**src/reset_cause_defines.vh**
```
`ifndef RESET_CAUSE_DEFINES_VH
`define RESET_CAUSE_DEFINES_VH

// ----------------------------------------
// register byte offsets
// ----------------------------------------
`define OFF_SYSTEM_OPTIONS_ONE   12'h000
`define OFF_RESET_CAUSE_STATUS   12'h004
`define OFF_DEBUG_FORCE_RESET    12'h008
`define OFF_IRQ_STATUS           12'h00c
`define OFF_IRQ_MASK             12'h010

// ----------------------------------------
// system_options_one fields
// ----------------------------------------
`define SOPT_RESET_PIN_ENABLE    0
`define SOPT_DEBUG_PIN_ENABLE    1
`define SOPT_WATCHDOG_ENABLE     2
`define WATCHDOG_ENABLE_RESET    1'b1

// ----------------------------------------
// reset_cause_status fields and values
// ----------------------------------------
`define CAUSE_POR                7
`define CAUSE_PIN                6
`define CAUSE_WATCHDOG           5
`define CAUSE_ILLEGAL_OPCODE     4
`define CAUSE_ILLEGAL_ADDRESS    3
`define CAUSE_LOW_VOLTAGE        1
`define CAUSE_POR_VALUE          8'h82
`define CAUSE_NONE               8'h00
`define WDOG_SERVICE_FIRST       8'h55
`define WDOG_SERVICE_SECOND      8'haa

// ----------------------------------------
// debug_force_reset_register and irq fields
// ----------------------------------------
`define DEBUG_FORCE_RESET_BIT    0
`define IRQ_RESET_DONE           0
`define IRQ_WDOG_SERVICED        1
`define IRQ_WDOG_HALFWAY         2
`define IRQ_WIDTH                3

// ----------------------------------------
// timing in bus clock cycles
// ----------------------------------------
`define RST_PULSE_CYCLES         7'd66
`define PIN_SETTLE_CYCLES        7'd3

`endif

```
**src/reset_pin_and_cause_control.v**
```verilog
// Decided for this implementation: the address map and the APB register port.
`timescale 1ns/1ps
`include "reset_cause_defines.vh"
module reset_pin_and_cause_control #(
	parameter WDOG_WIDTH   = 16,
	parameter WDOG_TIMEOUT = 16'd50000
) (
	// clock and power-on reset
	input  wire        clk_i,
	input  wire        resetn_i,
	// apb slave
	input  wire        psel_i,
	input  wire        penable_i,
	input  wire        pwrite_i,
	input  wire [11:0] paddr_i,
	input  wire [31:0] pwdata_i,
	output reg  [31:0] prdata_o,
	output reg         pready_o,
	output reg         pslverr_o,
	// internal reset sources
	input  wire        low_voltage_i,
	input  wire        illegal_opcode_i,
	input  wire        illegal_address_i,
	// shared reset pin
	input  wire        reset_pin_i,
	output reg         reset_pin_o,
	output reg         reset_pin_oe_o,
	output reg         reset_pin_pullup_o,
	output reg         reset_pin_function_o,
	// debug mode select pin
	input  wire        debug_mode_select_pin_i,
	output reg         debug_pin_pullup_o,
	output reg         debug_pin_function_o,
	output reg         background_mode_o,
	// system reset and interrupt
	output reg         system_reset_o,
	output reg         irq_o
);

	// ----------------------------------------
	// states
	// ----------------------------------------
	localparam ST_RUN   = 1'b0;
	localparam ST_RESET = 1'b1;

	reg                  state;
	reg  [6:0]           pulse_cnt;
	reg                  pulse_drives_pin;
	reg                  need_mode_sample;
	reg  [7:0]           reset_cause_status;
	reg                  reset_pin_enable;
	reg                  debug_pin_enable;
	reg                  watchdog_enable;
	reg  [WDOG_WIDTH-1:0] wdog_cnt;
	reg                  wdog_armed;
	reg  [`IRQ_WIDTH-1:0] irq_status;
	reg  [`IRQ_WIDTH-1:0] irq_mask;
	reg  [1:0]           rst_pin_sync;
	reg  [1:0]           dbg_pin_sync;

	// ----------------------------------------
	// pin synchronisers
	// ----------------------------------------
	always @(posedge clk_i or negedge resetn_i) begin
		if (!resetn_i) begin
			rst_pin_sync <= 2'b11;
			dbg_pin_sync <= 2'b11;
		end else begin
			rst_pin_sync <= {rst_pin_sync[0], reset_pin_i};
			dbg_pin_sync <= {dbg_pin_sync[0], debug_mode_select_pin_i};
		end
	end

	wire rst_pin_low = ~rst_pin_sync[1];
	wire dbg_pin_low = ~dbg_pin_sync[1];

	// ----------------------------------------
	// apb decode
	// ----------------------------------------
	wire acc    = psel_i & penable_i & pready_o;
	wire wr_acc = acc & pwrite_i;
	wire rd_acc = acc & ~pwrite_i;
	wire sel_opt   = (paddr_i == `OFF_SYSTEM_OPTIONS_ONE);
	wire sel_cause = (paddr_i == `OFF_RESET_CAUSE_STATUS);
	wire sel_force = (paddr_i == `OFF_DEBUG_FORCE_RESET);
	wire sel_ists  = (paddr_i == `OFF_IRQ_STATUS);
	wire sel_imask = (paddr_i == `OFF_IRQ_MASK);
	wire sel_any   = sel_opt | sel_cause | sel_force | sel_ists | sel_imask;
	wire [7:0] wbyte = pwdata_i[7:0];

	// ----------------------------------------
	// watchdog and reset sources
	// ----------------------------------------
	wire in_run   = (state == ST_RUN);
	wire cause_wr = wr_acc & sel_cause & in_run;
	wire wr_first = (wbyte == `WDOG_SERVICE_FIRST);
	wire wr_second = (wbyte == `WDOG_SERVICE_SECOND);
	// other values are a deliberate trip, so runaway code cannot service
	wire wdog_bad_write = cause_wr & watchdog_enable
		& ~wr_first & ~wr_second;
	wire wdog_service   = cause_wr & wr_second & wdog_armed;
	wire wdog_timeout = in_run & watchdog_enable
		& (wdog_cnt == WDOG_TIMEOUT);
	wire wdog_src = wdog_timeout | wdog_bad_write;
	wire pin_src  = in_run & reset_pin_enable & rst_pin_low;
	wire force_src = in_run & wr_acc & sel_force
		& pwdata_i[`DEBUG_FORCE_RESET_BIT];
	wire lvd_src  = in_run & low_voltage_i;
	wire illegal_opcode_flag_src = in_run & illegal_opcode_i;
	wire illegal_address_flag_src = in_run & illegal_address_i;
	wire reset_entry = pin_src | wdog_src | force_src | lvd_src
		| illegal_opcode_flag_src | illegal_address_flag_src;
	wire wdog_half = in_run & watchdog_enable
		& (wdog_cnt == (WDOG_TIMEOUT >> 1));

	// ----------------------------------------
	// cause decode at reset entry
	// ----------------------------------------
	reg [7:0] next_cause;
	always @* begin
		next_cause = `CAUSE_NONE;
		if (lvd_src) begin
			// low voltage keeps the power-on flag as it was
			next_cause[`CAUSE_POR]         = reset_cause_status[`CAUSE_POR];
			next_cause[`CAUSE_LOW_VOLTAGE] = 1'b1;
		end else if (force_src) begin
			next_cause = `CAUSE_NONE;
		end else begin
			next_cause[`CAUSE_PIN]             = pin_src;
			next_cause[`CAUSE_WATCHDOG]        = wdog_src;
			next_cause[`CAUSE_ILLEGAL_OPCODE]  = illegal_opcode_flag_src;
			next_cause[`CAUSE_ILLEGAL_ADDRESS] = illegal_address_flag_src;
		end
	end

	// ----------------------------------------
	// reset sequencer
	// ----------------------------------------
	// pulse_cnt runs past the pulse for a few cycles so the pin
	// synchroniser cannot mistake our own low for an external reset
	wire seq_done = (pulse_cnt == `RST_PULSE_CYCLES + `PIN_SETTLE_CYCLES - 7'd1);
	wire pulse_last = (pulse_cnt == `RST_PULSE_CYCLES - 7'd1);

	always @(posedge clk_i or negedge resetn_i) begin
		if (!resetn_i) begin
			state              <= ST_RESET;
			pulse_cnt          <= 7'd0;
			pulse_drives_pin   <= 1'b0;
			need_mode_sample   <= 1'b1;
			system_reset_o     <= 1'b1;
		end else begin
			case (state)
			ST_RUN: begin
				if (reset_entry) begin
					state              <= ST_RESET;
					pulse_cnt          <= 7'd0;
					// only non-power-on resets reach here
					pulse_drives_pin   <= reset_pin_enable;
					need_mode_sample   <= force_src;
					system_reset_o     <= 1'b1;
				end
			end
			ST_RESET: begin
				pulse_cnt <= pulse_cnt + 7'd1;
				if (pulse_last) begin
					pulse_drives_pin <= 1'b0;
				end
				if (seq_done) begin
					state            <= ST_RUN;
					system_reset_o   <= 1'b0;
					need_mode_sample <= 1'b0;
				end
			end
			default: begin
				state <= ST_RESET;
			end
			endcase
		end
	end

	// ----------------------------------------
	// reset cause register
	// ----------------------------------------
	// loaded only at reset entry, so no bus write can reach it
	always @(posedge clk_i or negedge resetn_i) begin
		if (!resetn_i) begin
			reset_cause_status <= `CAUSE_POR_VALUE;
		end else if (in_run & reset_entry) begin
			reset_cause_status <= next_cause;
		end
	end

	// ----------------------------------------
	// mode select
	// ----------------------------------------
	always @(posedge clk_i or negedge resetn_i) begin
		if (!resetn_i) begin
			background_mode_o <= 1'b0;
		end else if ((state == ST_RESET) & seq_done) begin
			if (need_mode_sample) begin
				// pin held low by the host selects background
				background_mode_o <= dbg_pin_low;
			end else begin
				background_mode_o <= 1'b0;
			end
		end
	end

	// ----------------------------------------
	// pin drivers
	// ----------------------------------------
	always @(posedge clk_i or negedge resetn_i) begin
		if (!resetn_i) begin
			reset_pin_o          <= 1'b0;
			reset_pin_oe_o       <= 1'b0;
			reset_pin_pullup_o   <= 1'b0;
			reset_pin_function_o <= 1'b0;
			debug_pin_pullup_o   <= 1'b1;
			debug_pin_function_o <= 1'b1;
		end else begin
			// open drain: only ever drives low
			reset_pin_o          <= 1'b0;
			reset_pin_oe_o       <= pulse_drives_pin;
			reset_pin_pullup_o   <= reset_pin_enable;
			reset_pin_function_o <= reset_pin_enable;
			debug_pin_pullup_o   <= debug_pin_enable;
			debug_pin_function_o <= debug_pin_enable;
		end
	end

	// ----------------------------------------
	// software control bits
	// ----------------------------------------
	always @(posedge clk_i or negedge resetn_i) begin
		if (!resetn_i) begin
			reset_pin_enable <= 1'b0;
			debug_pin_enable <= 1'b1;
			watchdog_enable  <= `WATCHDOG_ENABLE_RESET;
		end else if (state == ST_RESET) begin
			debug_pin_enable <= 1'b1;
			watchdog_enable  <= `WATCHDOG_ENABLE_RESET;
		end else if (wr_acc & sel_opt) begin
			// set only: a later write of zero cannot release the pin
			if (pwdata_i[`SOPT_RESET_PIN_ENABLE]) begin
				reset_pin_enable <= 1'b1;
			end
			debug_pin_enable <= pwdata_i[`SOPT_DEBUG_PIN_ENABLE];
			watchdog_enable  <= pwdata_i[`SOPT_WATCHDOG_ENABLE];
		end
	end

	// ----------------------------------------
	// watchdog counter
	// ----------------------------------------
	// held at zero outside run, so it cannot trip during a reset
	always @(posedge clk_i or negedge resetn_i) begin
		if (!resetn_i) begin
			wdog_cnt   <= {WDOG_WIDTH{1'b0}};
			wdog_armed <= 1'b0;
		end else if (!in_run || !watchdog_enable || wdog_service) begin
			wdog_cnt   <= {WDOG_WIDTH{1'b0}};
			wdog_armed <= 1'b0;
		end else begin
			wdog_cnt <= wdog_cnt + {{(WDOG_WIDTH-1){1'b0}}, 1'b1};
			if (cause_wr) begin
				wdog_armed <= wr_first;
			end
		end
	end

	// ----------------------------------------
	// interrupt status and mask
	// ----------------------------------------
	wire [`IRQ_WIDTH-1:0] irq_set;
	assign irq_set[`IRQ_RESET_DONE]    = (state == ST_RESET) & seq_done;
	assign irq_set[`IRQ_WDOG_SERVICED] = wdog_service;
	assign irq_set[`IRQ_WDOG_HALFWAY]  = wdog_half;

	genvar gi;
	generate
		for (gi = 0; gi < `IRQ_WIDTH; gi = gi + 1) begin : g_irq
			// a new event in the read cycle survives the clear
			always @(posedge clk_i or negedge resetn_i) begin
				if (!resetn_i) begin
					irq_status[gi] <= 1'b0;
				end else if (irq_set[gi]) begin
					irq_status[gi] <= 1'b1;
				end else if (rd_acc & sel_ists) begin
					irq_status[gi] <= 1'b0;
				end
			end
		end
	endgenerate

	always @(posedge clk_i or negedge resetn_i) begin
		if (!resetn_i) begin
			irq_mask <= {`IRQ_WIDTH{1'b0}};
			irq_o    <= 1'b0;
		end else begin
			if (wr_acc & sel_imask) begin
				irq_mask <= pwdata_i[`IRQ_WIDTH-1:0];
			end
			irq_o <= |(irq_status & irq_mask);
		end
	end

	// ----------------------------------------
	// apb read data and handshake
	// ----------------------------------------
	reg [31:0] next_rdata;
	always @* begin
		next_rdata = 32'h0000_0000;
		case (1'b1)
		sel_opt: begin
			next_rdata[`SOPT_RESET_PIN_ENABLE] = reset_pin_enable;
			next_rdata[`SOPT_DEBUG_PIN_ENABLE] = debug_pin_enable;
			next_rdata[`SOPT_WATCHDOG_ENABLE]  = watchdog_enable;
		end
		// flags are read-only; bits 2 and 0 stay zero
		sel_cause: next_rdata[7:0] = reset_cause_status;
		sel_ists:  next_rdata[`IRQ_WIDTH-1:0] = irq_status;
		sel_imask: next_rdata[`IRQ_WIDTH-1:0] = irq_mask;
		default:   next_rdata = 32'h0000_0000;
		endcase
	end

	wire ans_cycle = psel_i & penable_i & ~pready_o;

	// one wait state: pready rises in the second access cycle
	always @(posedge clk_i or negedge resetn_i) begin
		if (!resetn_i) begin
			pready_o <= 1'b0;
		end else begin
			pready_o <= ans_cycle;
		end
	end

	// unmapped offsets answer with an error and read as zero
	always @(posedge clk_i or negedge resetn_i) begin
		if (!resetn_i) begin
			pslverr_o <= 1'b0;
		end else begin
			pslverr_o <= ans_cycle & ~sel_any;
		end
	end

	// data stands only in the answer cycle, zero otherwise
	always @(posedge clk_i or negedge resetn_i) begin
		if (!resetn_i) begin
			prdata_o <= 32'h0000_0000;
		end else if (ans_cycle & ~pwrite_i) begin
			prdata_o <= next_rdata;
		end else begin
			prdata_o <= 32'h0000_0000;
		end
	end

endmodule

```
**config.mk**
```make
export PLATFORM = sky130hd
export DESIGN_NAME = reset_pin_and_cause_control
export DESIGN_NICKNAME = d
export VERILOG_FILES = /design/src/reset_pin_and_cause_control.v
export VERILOG_INCLUDE_DIRS = /design/src
export SDC_FILE = /design/constraint.sdc
export NUM_CORES = 1
export LEC_CHECK = 0
export BUFFER_PORTS_ARGS = -buffer_cell sky130_fd_sc_hd__buf_4
export CORE_ASPECT_RATIO = 1.5
export CORE_UTILIZATION = 46
export DETAILED_ROUTE_END_ITERATION = 8
export PLACE_DENSITY_LB_ADDON = 0.2
export REMOVE_ABC_BUFFERS = 1
export SYNTH_ARGS = -nofsm -noshare
export SYNTH_HDL_FRONTEND = slang
export SYNTH_SLANG_ARGS = --single-unit
```
**constraint.sdc**
```tcl
create_clock -name clk_i -period 1.7 [get_ports clk_i]
set_input_delay 0.17 -clock clk_i [delete_from_list [all_inputs] [get_ports clk_i]]
set_output_delay 0.17 -clock clk_i [all_outputs]
set_load 0.01 [all_outputs]
```
Word-level counts from Yosys, hierarchy flattened
Index checks and enable logic that the tools add are counted.
W data, S select, Z words.
{"block": "totals", "regBits": 87, "latchBits": 0, "mem_bits_rw": 0, "romBits": 0, "inputBits": 54, "out_inout_bits": 43, "elab_cells": 140, "n_memories": 0}
{"block": "op_classes", "add_sub_neg": 2, "n_mul": 0, "div": 0, "order_cmp": 0, "n_eq_ne": 13, "n_shift": 0, "muxes": 35, "n_bitwise": 50, "n_reduce_logical": 14}
{"op": "$and A1 B1 Y1", "n": 30}
{"op": "$eq A12 B4 Y1 const B", "n": 2}
{"op": "$mux W1", "n": 19}
{"op": "$add A16 B1 Y16 const B", "n": 1}
{"op": "$eq A16 B15 Y1 const B", "n": 1}
{"op": "$eq A16 B16 Y1 const B", "n": 1}
{"op": "$mux W16", "n": 1}
{"op": "$mux W5", "n": 3}
{"op": "$eq A7 B7 Y1 const B", "n": 2}
{"op": "$pmux W7 S2", "n": 1}
{"op": "$eq A12 B3 Y1 const B", "n": 1}
{"op": "$eq A12 B5 Y1 const B", "n": 1}
{"op": "$logic_not A12 Y1", "n": 1}
{"op": "$mux W3", "n": 4}
{"op": "$or A1 B1 Y1", "n": 10}
{"op": "$reduce_bool A2 Y1", "n": 5}
{"op": "$not A1 Y1", "n": 9}
{"op": "$eq A8 B7 Y1 const B", "n": 1}
{"op": "$eq A8 B8 Y1 const B", "n": 1}
{"op": "$mux W8", "n": 1}
{"op": "$pmux W1 S2", "n": 4}
{"op": "$add A7 B1 Y7 const B", "n": 1}
{"op": "$mux W7", "n": 1}
{"op": "$ne A2 B1 Y1 const B", "n": 3}
{"op": "7 further kinds", "n": 10}

Logic depth before layout (Yosys ltp)
{"block": "logic_depth", "ltp_word": 16, "depth_mapped": 8, "mapped_depth_nobuf": 7}

Worst setup path before layout
OpenSTA, ideal clock, no wires.
{"block": "synth_timing", "kind": "reg-to-reg", "from": "register watchdog_enable", "to": "register pulse_cnt[5]", "setup_ns": 0.129, "arrival_time_ns": 1.700, "required_ns": 1.571, "slack_ns": -0.129, "path_stages_with_launch": 8, "n_path_buf": 1, "synth_period_minus_slack_ns": 1.829, "cell_sequence": "dfstp_2 > nor2b_1 > nand4_1 > nor4_4 > nor3_4 > buf_6 > o211ai_1 > o31ai_1"}
{"block": "synth_between", "elab_chain_cells": 10, "word_cells_on_any_way": 12, "cone_classes": "1 x eq/ne; 11 x bitwise"}
{"element": "start: declaration", "line": "reset_pin_and_cause_control.v:53", "source": "reg watchdog_enable;"}
{"element": "start signal: assignment", "line": "reset_pin_and_cause_control.v:238", "source": "watchdog_enable <= `WATCHDOG_ENABLE_RESET;"}
{"element": "start signal: assignment", "line": "reset_pin_and_cause_control.v:241", "source": "watchdog_enable <= `WATCHDOG_ENABLE_RESET;"}
{"element": "start signal: assignment", "line": "reset_pin_and_cause_control.v:248", "source": "watchdog_enable <= pwdata_i[`SOPT_WATCHDOG_ENABLE];"}
{"element": "$and A1 B1 Y1", "line": "reset_pin_and_cause_control.v:99", "source": "wire wdog_bad_write = cause_wr & watchdog_enable"}
{"element": "$and A1 B1 Y1 (2 in a row)", "line": "reset_pin_and_cause_control.v:100", "source": "& ~wr_first & ~wr_second;"}
{"element": "$or A1 B1 Y1 (*)", "line": "reset_pin_and_cause_control.v:104", "source": "wire wdog_src = wdog_timeout | wdog_bad_write;"}
{"element": "$or A1 B1 Y1 (*) (3 in a row)", "line": "reset_pin_and_cause_control.v:111", "source": "wire reset_entry = pin_src | wdog_src | force_src | lvd_src"}
{"element": "$or A1 B1 Y1 (*) (2 in a row)", "line": "reset_pin_and_cause_control.v:112", "source": "| illegal_opcode_flag_src | illegal_address_flag_src;"}
{"element": "$ne A2 B1 Y1 (no source line) (*)"}
{"element": "end signal: assignment", "line": "reset_pin_and_cause_control.v:164", "source": "pulse_cnt <= pulse_cnt + 7'd1;"}
{"element": "end: declaration", "line": "reset_pin_and_cause_control.v:47", "source": "reg [6:0] pulse_cnt;"}
Every way passes the cells marked *; elsewhere a longest branch is shown, timed or not.
A chain may end at the register's enable or synchronous reset.

Worst setup path after layout
{"block": "layout_timing", "from": "register wdog_cnt[2]", "to": "register pulse_cnt[3]"}
{"block": "layout_between", "elab_chain_cells": 9}
{"element": "start: declaration", "line": "reset_pin_and_cause_control.v:54", "source": "reg [WDOG_WIDTH-1:0] wdog_cnt;"}
{"element": "start signal: assignment", "line": "reset_pin_and_cause_control.v:258", "source": "wdog_cnt <= {WDOG_WIDTH{1'b0}};"}
{"element": "start signal: assignment", "line": "reset_pin_and_cause_control.v:261", "source": "wdog_cnt <= {WDOG_WIDTH{1'b0}};"}
{"element": "start signal: assignment", "line": "reset_pin_and_cause_control.v:264", "source": "wdog_cnt <= wdog_cnt + {{(WDOG_WIDTH-1){1'b0}}, 1'b1};"}
{"element": "$eq A16 B16 Y1", "line": "reset_pin_and_cause_control.v:103", "source": "& (wdog_cnt == WDOG_TIMEOUT);"}
{"element": "$and A1 B1 Y1", "line": "reset_pin_and_cause_control.v:103"}
{"element": "$or A1 B1 Y1", "line": "reset_pin_and_cause_control.v:104"}
{"element": "$or A1 B1 Y1 (3 in a row)", "line": "reset_pin_and_cause_control.v:111"}
{"element": "$or A1 B1 Y1 (2 in a row)", "line": "reset_pin_and_cause_control.v:112"}
{"element": "$ne A2 B1 Y1 (no source line)"}
No other way between the ends.

==> flow_metrics.py <==
metrics = {
    "place": {
        "portBuffers": 47,
        "finalWeightedCongestion": 0.827,
        "place_area_um2": 3670,
        "detailed_place_hpwl_um": 4700,
    },
    "synthesis": {
        "synth_cell_types": 51,
        "yosys_warnings": 0,
        "synth_area_um2": 3110,
        "synth-edff-count": 0,
        "async_flop_share_pct": 100,
        "synth-main-ff-cell": "dfrtp_1",
        "syn_avg_cell_area_um2": 10.4,
        "synthCells": 298,
        "ys_seq_area_share_pct": 50.3,
        "ys_seq_elements": 62,
    },
    "final_layout": {
        "final_cell_area_um2": 3980,
        "drive_gt1_share_pct": 35.4,
        "nFillCells": 561,
        "final_nets": 447,
        "layout_common_cells": "79 x buf_4, 50 x dfrtp_1, 38 x nor2_1, 27 x nand2_1, 25 x conb_1",
        "num_antenna_cells": 0,
        "finish.utilization_pct": 61.0,
        "syn2layout_area_growth_pct": 28.0,
        "final_common_cell": "buf_4",
    },
    "timing": {
        "rsz0062_at_grt": "yes",
        "timing.final.crit_period_ps": 1740,
        "layout_setup_ws_ps": -38.6,
        "finalSetupViolCount": 6,
        "final_hold_viol_count": 0,
        "slew_violations": 0,
        "fin_skew_ps": 11.4,
        "max_freq_ghz": 0.575,
        "period_share_pct": 102,
    },
    "critical_path": {
        "r2r_end": "pulse_cnt[3]",
        "worstPathMaxFanout": 7,
        "slowest_delay_ps": 400,
        "cp_cell_sequence": "nor4_2 -> nand4_1 -> nor4_4 -> buf_6 -> nor3_4 -> buf_6 -> nand3_2 -> o21ai_1",
        "reg2regPathDepth": 8,
        "reg2reg_from": "wdog_cnt[2]",
        "critPathKind": "reg2reg",
        "slowest_stage": "dfrtp_1",
        "startpoint_type": "register",
        "cpMostUsedCell": "buf_6",
        "r2r_slack_ps": -40,
        "cp.required_ps": 1910,
        "arrival_ps": 1950,
        "startpoint": "wdog_cnt[2]",
        "worstSetupEndpointType": "register",
    },
    "floorplanning": {
        "dieHeight_um": 103,
        "core_um2": 6530,
        "start_util_pct": 47.6,
        "core.rowCount": 36,
        "die_area_um2": 7100,
        "pin_count": 97,
        "die_w_um": 69.2,
    },
    "min_path": {
        "min_to": "reset_cause_status[3]",
        "hold_class": "in2reg",
        "hold-path-cell-count": 2,
        "min_from": "illegal_address_i",
    },
    "drt": {
        "wl_per_cell_um": 13.5,
        "drc": 0,
        "dr.pass1.iters": 4,
        "vias_per_cell": 5.04,
        "num_vias": 2365,
        "routed_wl_um": 6310,
        "postRouteAntennaNets": 0,
        "drtIter0Drc": 96,
    },
    "global_routing": {
        "first_global_vias": 2321,
        "antenna_found_initial": 0,
        "grt_pass1_wl_um": 10400,
        "grt_start_max_net_pins": 31,
        "grt-ovfl-total": 0,
        "grtUsageTotal_pct": 19.0,
    },
    "power_and_ir_drop": {
        "internal_power_mw": 2.15,
        "combPwrFrac_pct": 6.9,
        "p_clk_share_pct": 39.1,
        "netSwitchingPower_mw": 0.624,
        "seq_power_share_pct": 54.0,
        "switching_share_pct": 22.4,
        "irDropWorstVdd_uv": 495,
        "p_leak_nw": 1.80,
        "powerDensity_nw_per_um2": 697,
    },
    "status": {
        "violations": "negative setup slack",
        "status": "complete, but fails checks",
    },
    "clocking": {
        "clkLatencyLatePin_ps": 340,
        "cts_buffers": 9,
        "path_clk_slew_ps": 70,
        "cts_tree": "built",
        "clock-sinks": 62,
        "clock_path_buffers": 2,
        "htreeDepth": 3,
        "clockRootBuffer": "clkbuf_8",
    },
    "run": {
        "cap_violations": 0,
    },
}
[power by group through the flow]
stage / combinational [mW] / clock [mW] / sequential [mW]
final: 0.193 / 1.09 / 1.50
after CTS: 0.194 / 1.12 / 1.50
after global routing: 0.216 / 1.19 / 1.50
after global placement: 0.185 / 0 / 1.52
after floorplan: 0.0561 / 0 / 1.53
after detailed placement: 0.189 / 0 / 1.52
[kinds of logic after synthesis]
| logic type | after synthesis | synth area share, % |
|---|---|---|
| flip-flops | 62 | 50.3 |
| AND/OR/NAND/NOR | 136 | 24.5 |
| AO/OA/AOI/OAI | 28 | 6.31 |
| buffers and inverters | 41 | 9.05 |
| multiplexers | 10 | 3.46 |
| XOR/XNOR | 15 | 4.22 |
| other | 1 | 0.121 |
| adder cells (fa/ha/maj) | 5 | 2.01 |
[metrics by stage]
step / hold WS, ps / cells / TNS [ps] / total power [mW] / setup slack, ps
final: 86.4 / 469 / -104 / 2.78 / -38.6
after global routing: 80.3 / 469 / -597 / 2.91 / -91.4
after CTS: 82.8 / 468 / -178 / 2.81 / -31.8
after detailed placement: 136 / 445 / -3040 / 1.71 / -273
after global placement: 129 / 445 / -2920 / 1.71 / -239
after floorplan: -126 / 290 / -487 / 1.58 / -135
[synthesized netlist by cell type, types with 4 or more instances]
library cell / instances / share of area (%)
mux2_2: 5 / 1.8
inv_1: 9 / 1.1
nor2_1: 39 / 4.7
nand3_1: 12 / 1.9
o21ai_0: 7 / 1.1
o21ai_1: 4 / 0.64
mux2i_1: 4 / 1.3
nand4_1: 13 / 2.6
xor2_1: 8 / 2.3
xnor2_1: 7 / 2.0
or4bb_1: 4 / 1.4
dfstp_2: 12 / 10
buf_4: 28 / 6.8
nor2b_1: 5 / 1.0
nor3_1: 4 / 0.64
dfrtp_1: 50 / 40
and3_1: 4 / 0.80
ha_1: 5 / 2.0
and2_1: 8 / 1.6
nand2_1: 28 / 3.4
[worst max-delay path by stage]
| stage | endpoint | cells past startpoint | slack, ps |
|---|---|---|---|
| detailed placement | pulse_cnt[1] | 8 | -270 |
| global route | pulse_cnt[1] | 8 | -90 |
| floorplan | reset_cause_status[1] | 5 | -130 |
| finish | pulse_cnt[3] | 8 | -40 |
| global placement | pulse_cnt[1] | 8 | -240 |
| CTS | pulse_cnt[3] | 8 | -30 |
[routing by layer]
| metal | share of wire, % | track usage (%) |
|---|---|---|
| met5 | 0 | 0 |
| met4 | 2.8 | 10.4 |
| met3 | 3.2 | 4.89 |
| met2 | 54 | 34.7 |
| met1 | 39 | 20.2 |
[critical path: cells and delay by family, from the launching register on]
| kind | cells | cell delay, ps |
|---|---|---|
| buffers and inverters | 2 | 320 |
| AOI/OAI and AO/OA | 1 | 70 |
| DFF | 1 | 400 |
| and+or+nand+nor | 5 | 810 |
[registers in the layout, summed over array words and instances, names as in the netlist, 2 cells and up]
| register | flops |
|---|---|
| dbg_pin_sync | 2 |
| irq_mask | 3 |
| irq_status | 3 |
| prdata_o | 8 |
| pulse_cnt | 7 |
| reset_cause_status | 6 |
| rst_pin_sync | 2 |
| wdog_cnt | 16 |
[what timing repair did]
item | in CTS | in global routing
hold buffers | 3 | 0
gates resized for setup | 7 | 16
setup buffers | 3 | 1
pin swaps | 4 | 7
setup endpoints to repair | 17 | 16
hold endpoints to repair | 26 | 0
gates cloned | 1 | 0
[cell type report]
| class | count | area, um^2 | share of cell area [%] |
|---|---|---|---|
| Inverter | 9 | 33.8 | 0.848 |
| Timing Repair Buffer | 86 | 686 | 17.2 |
| Tap cell | 76 | 95.1 | 2.39 |
| Clock inverter | 1 | 5.00 | 0.126 |
| Sequential cell | 62 | 1570 | 39.3 |
| Clock buffer | 15 | 156 | 3.93 |
| Multi-Input combinational cell | 220 | 1440 | 36.2 |
No activity file was read; power rests on OpenSTA's default activity.
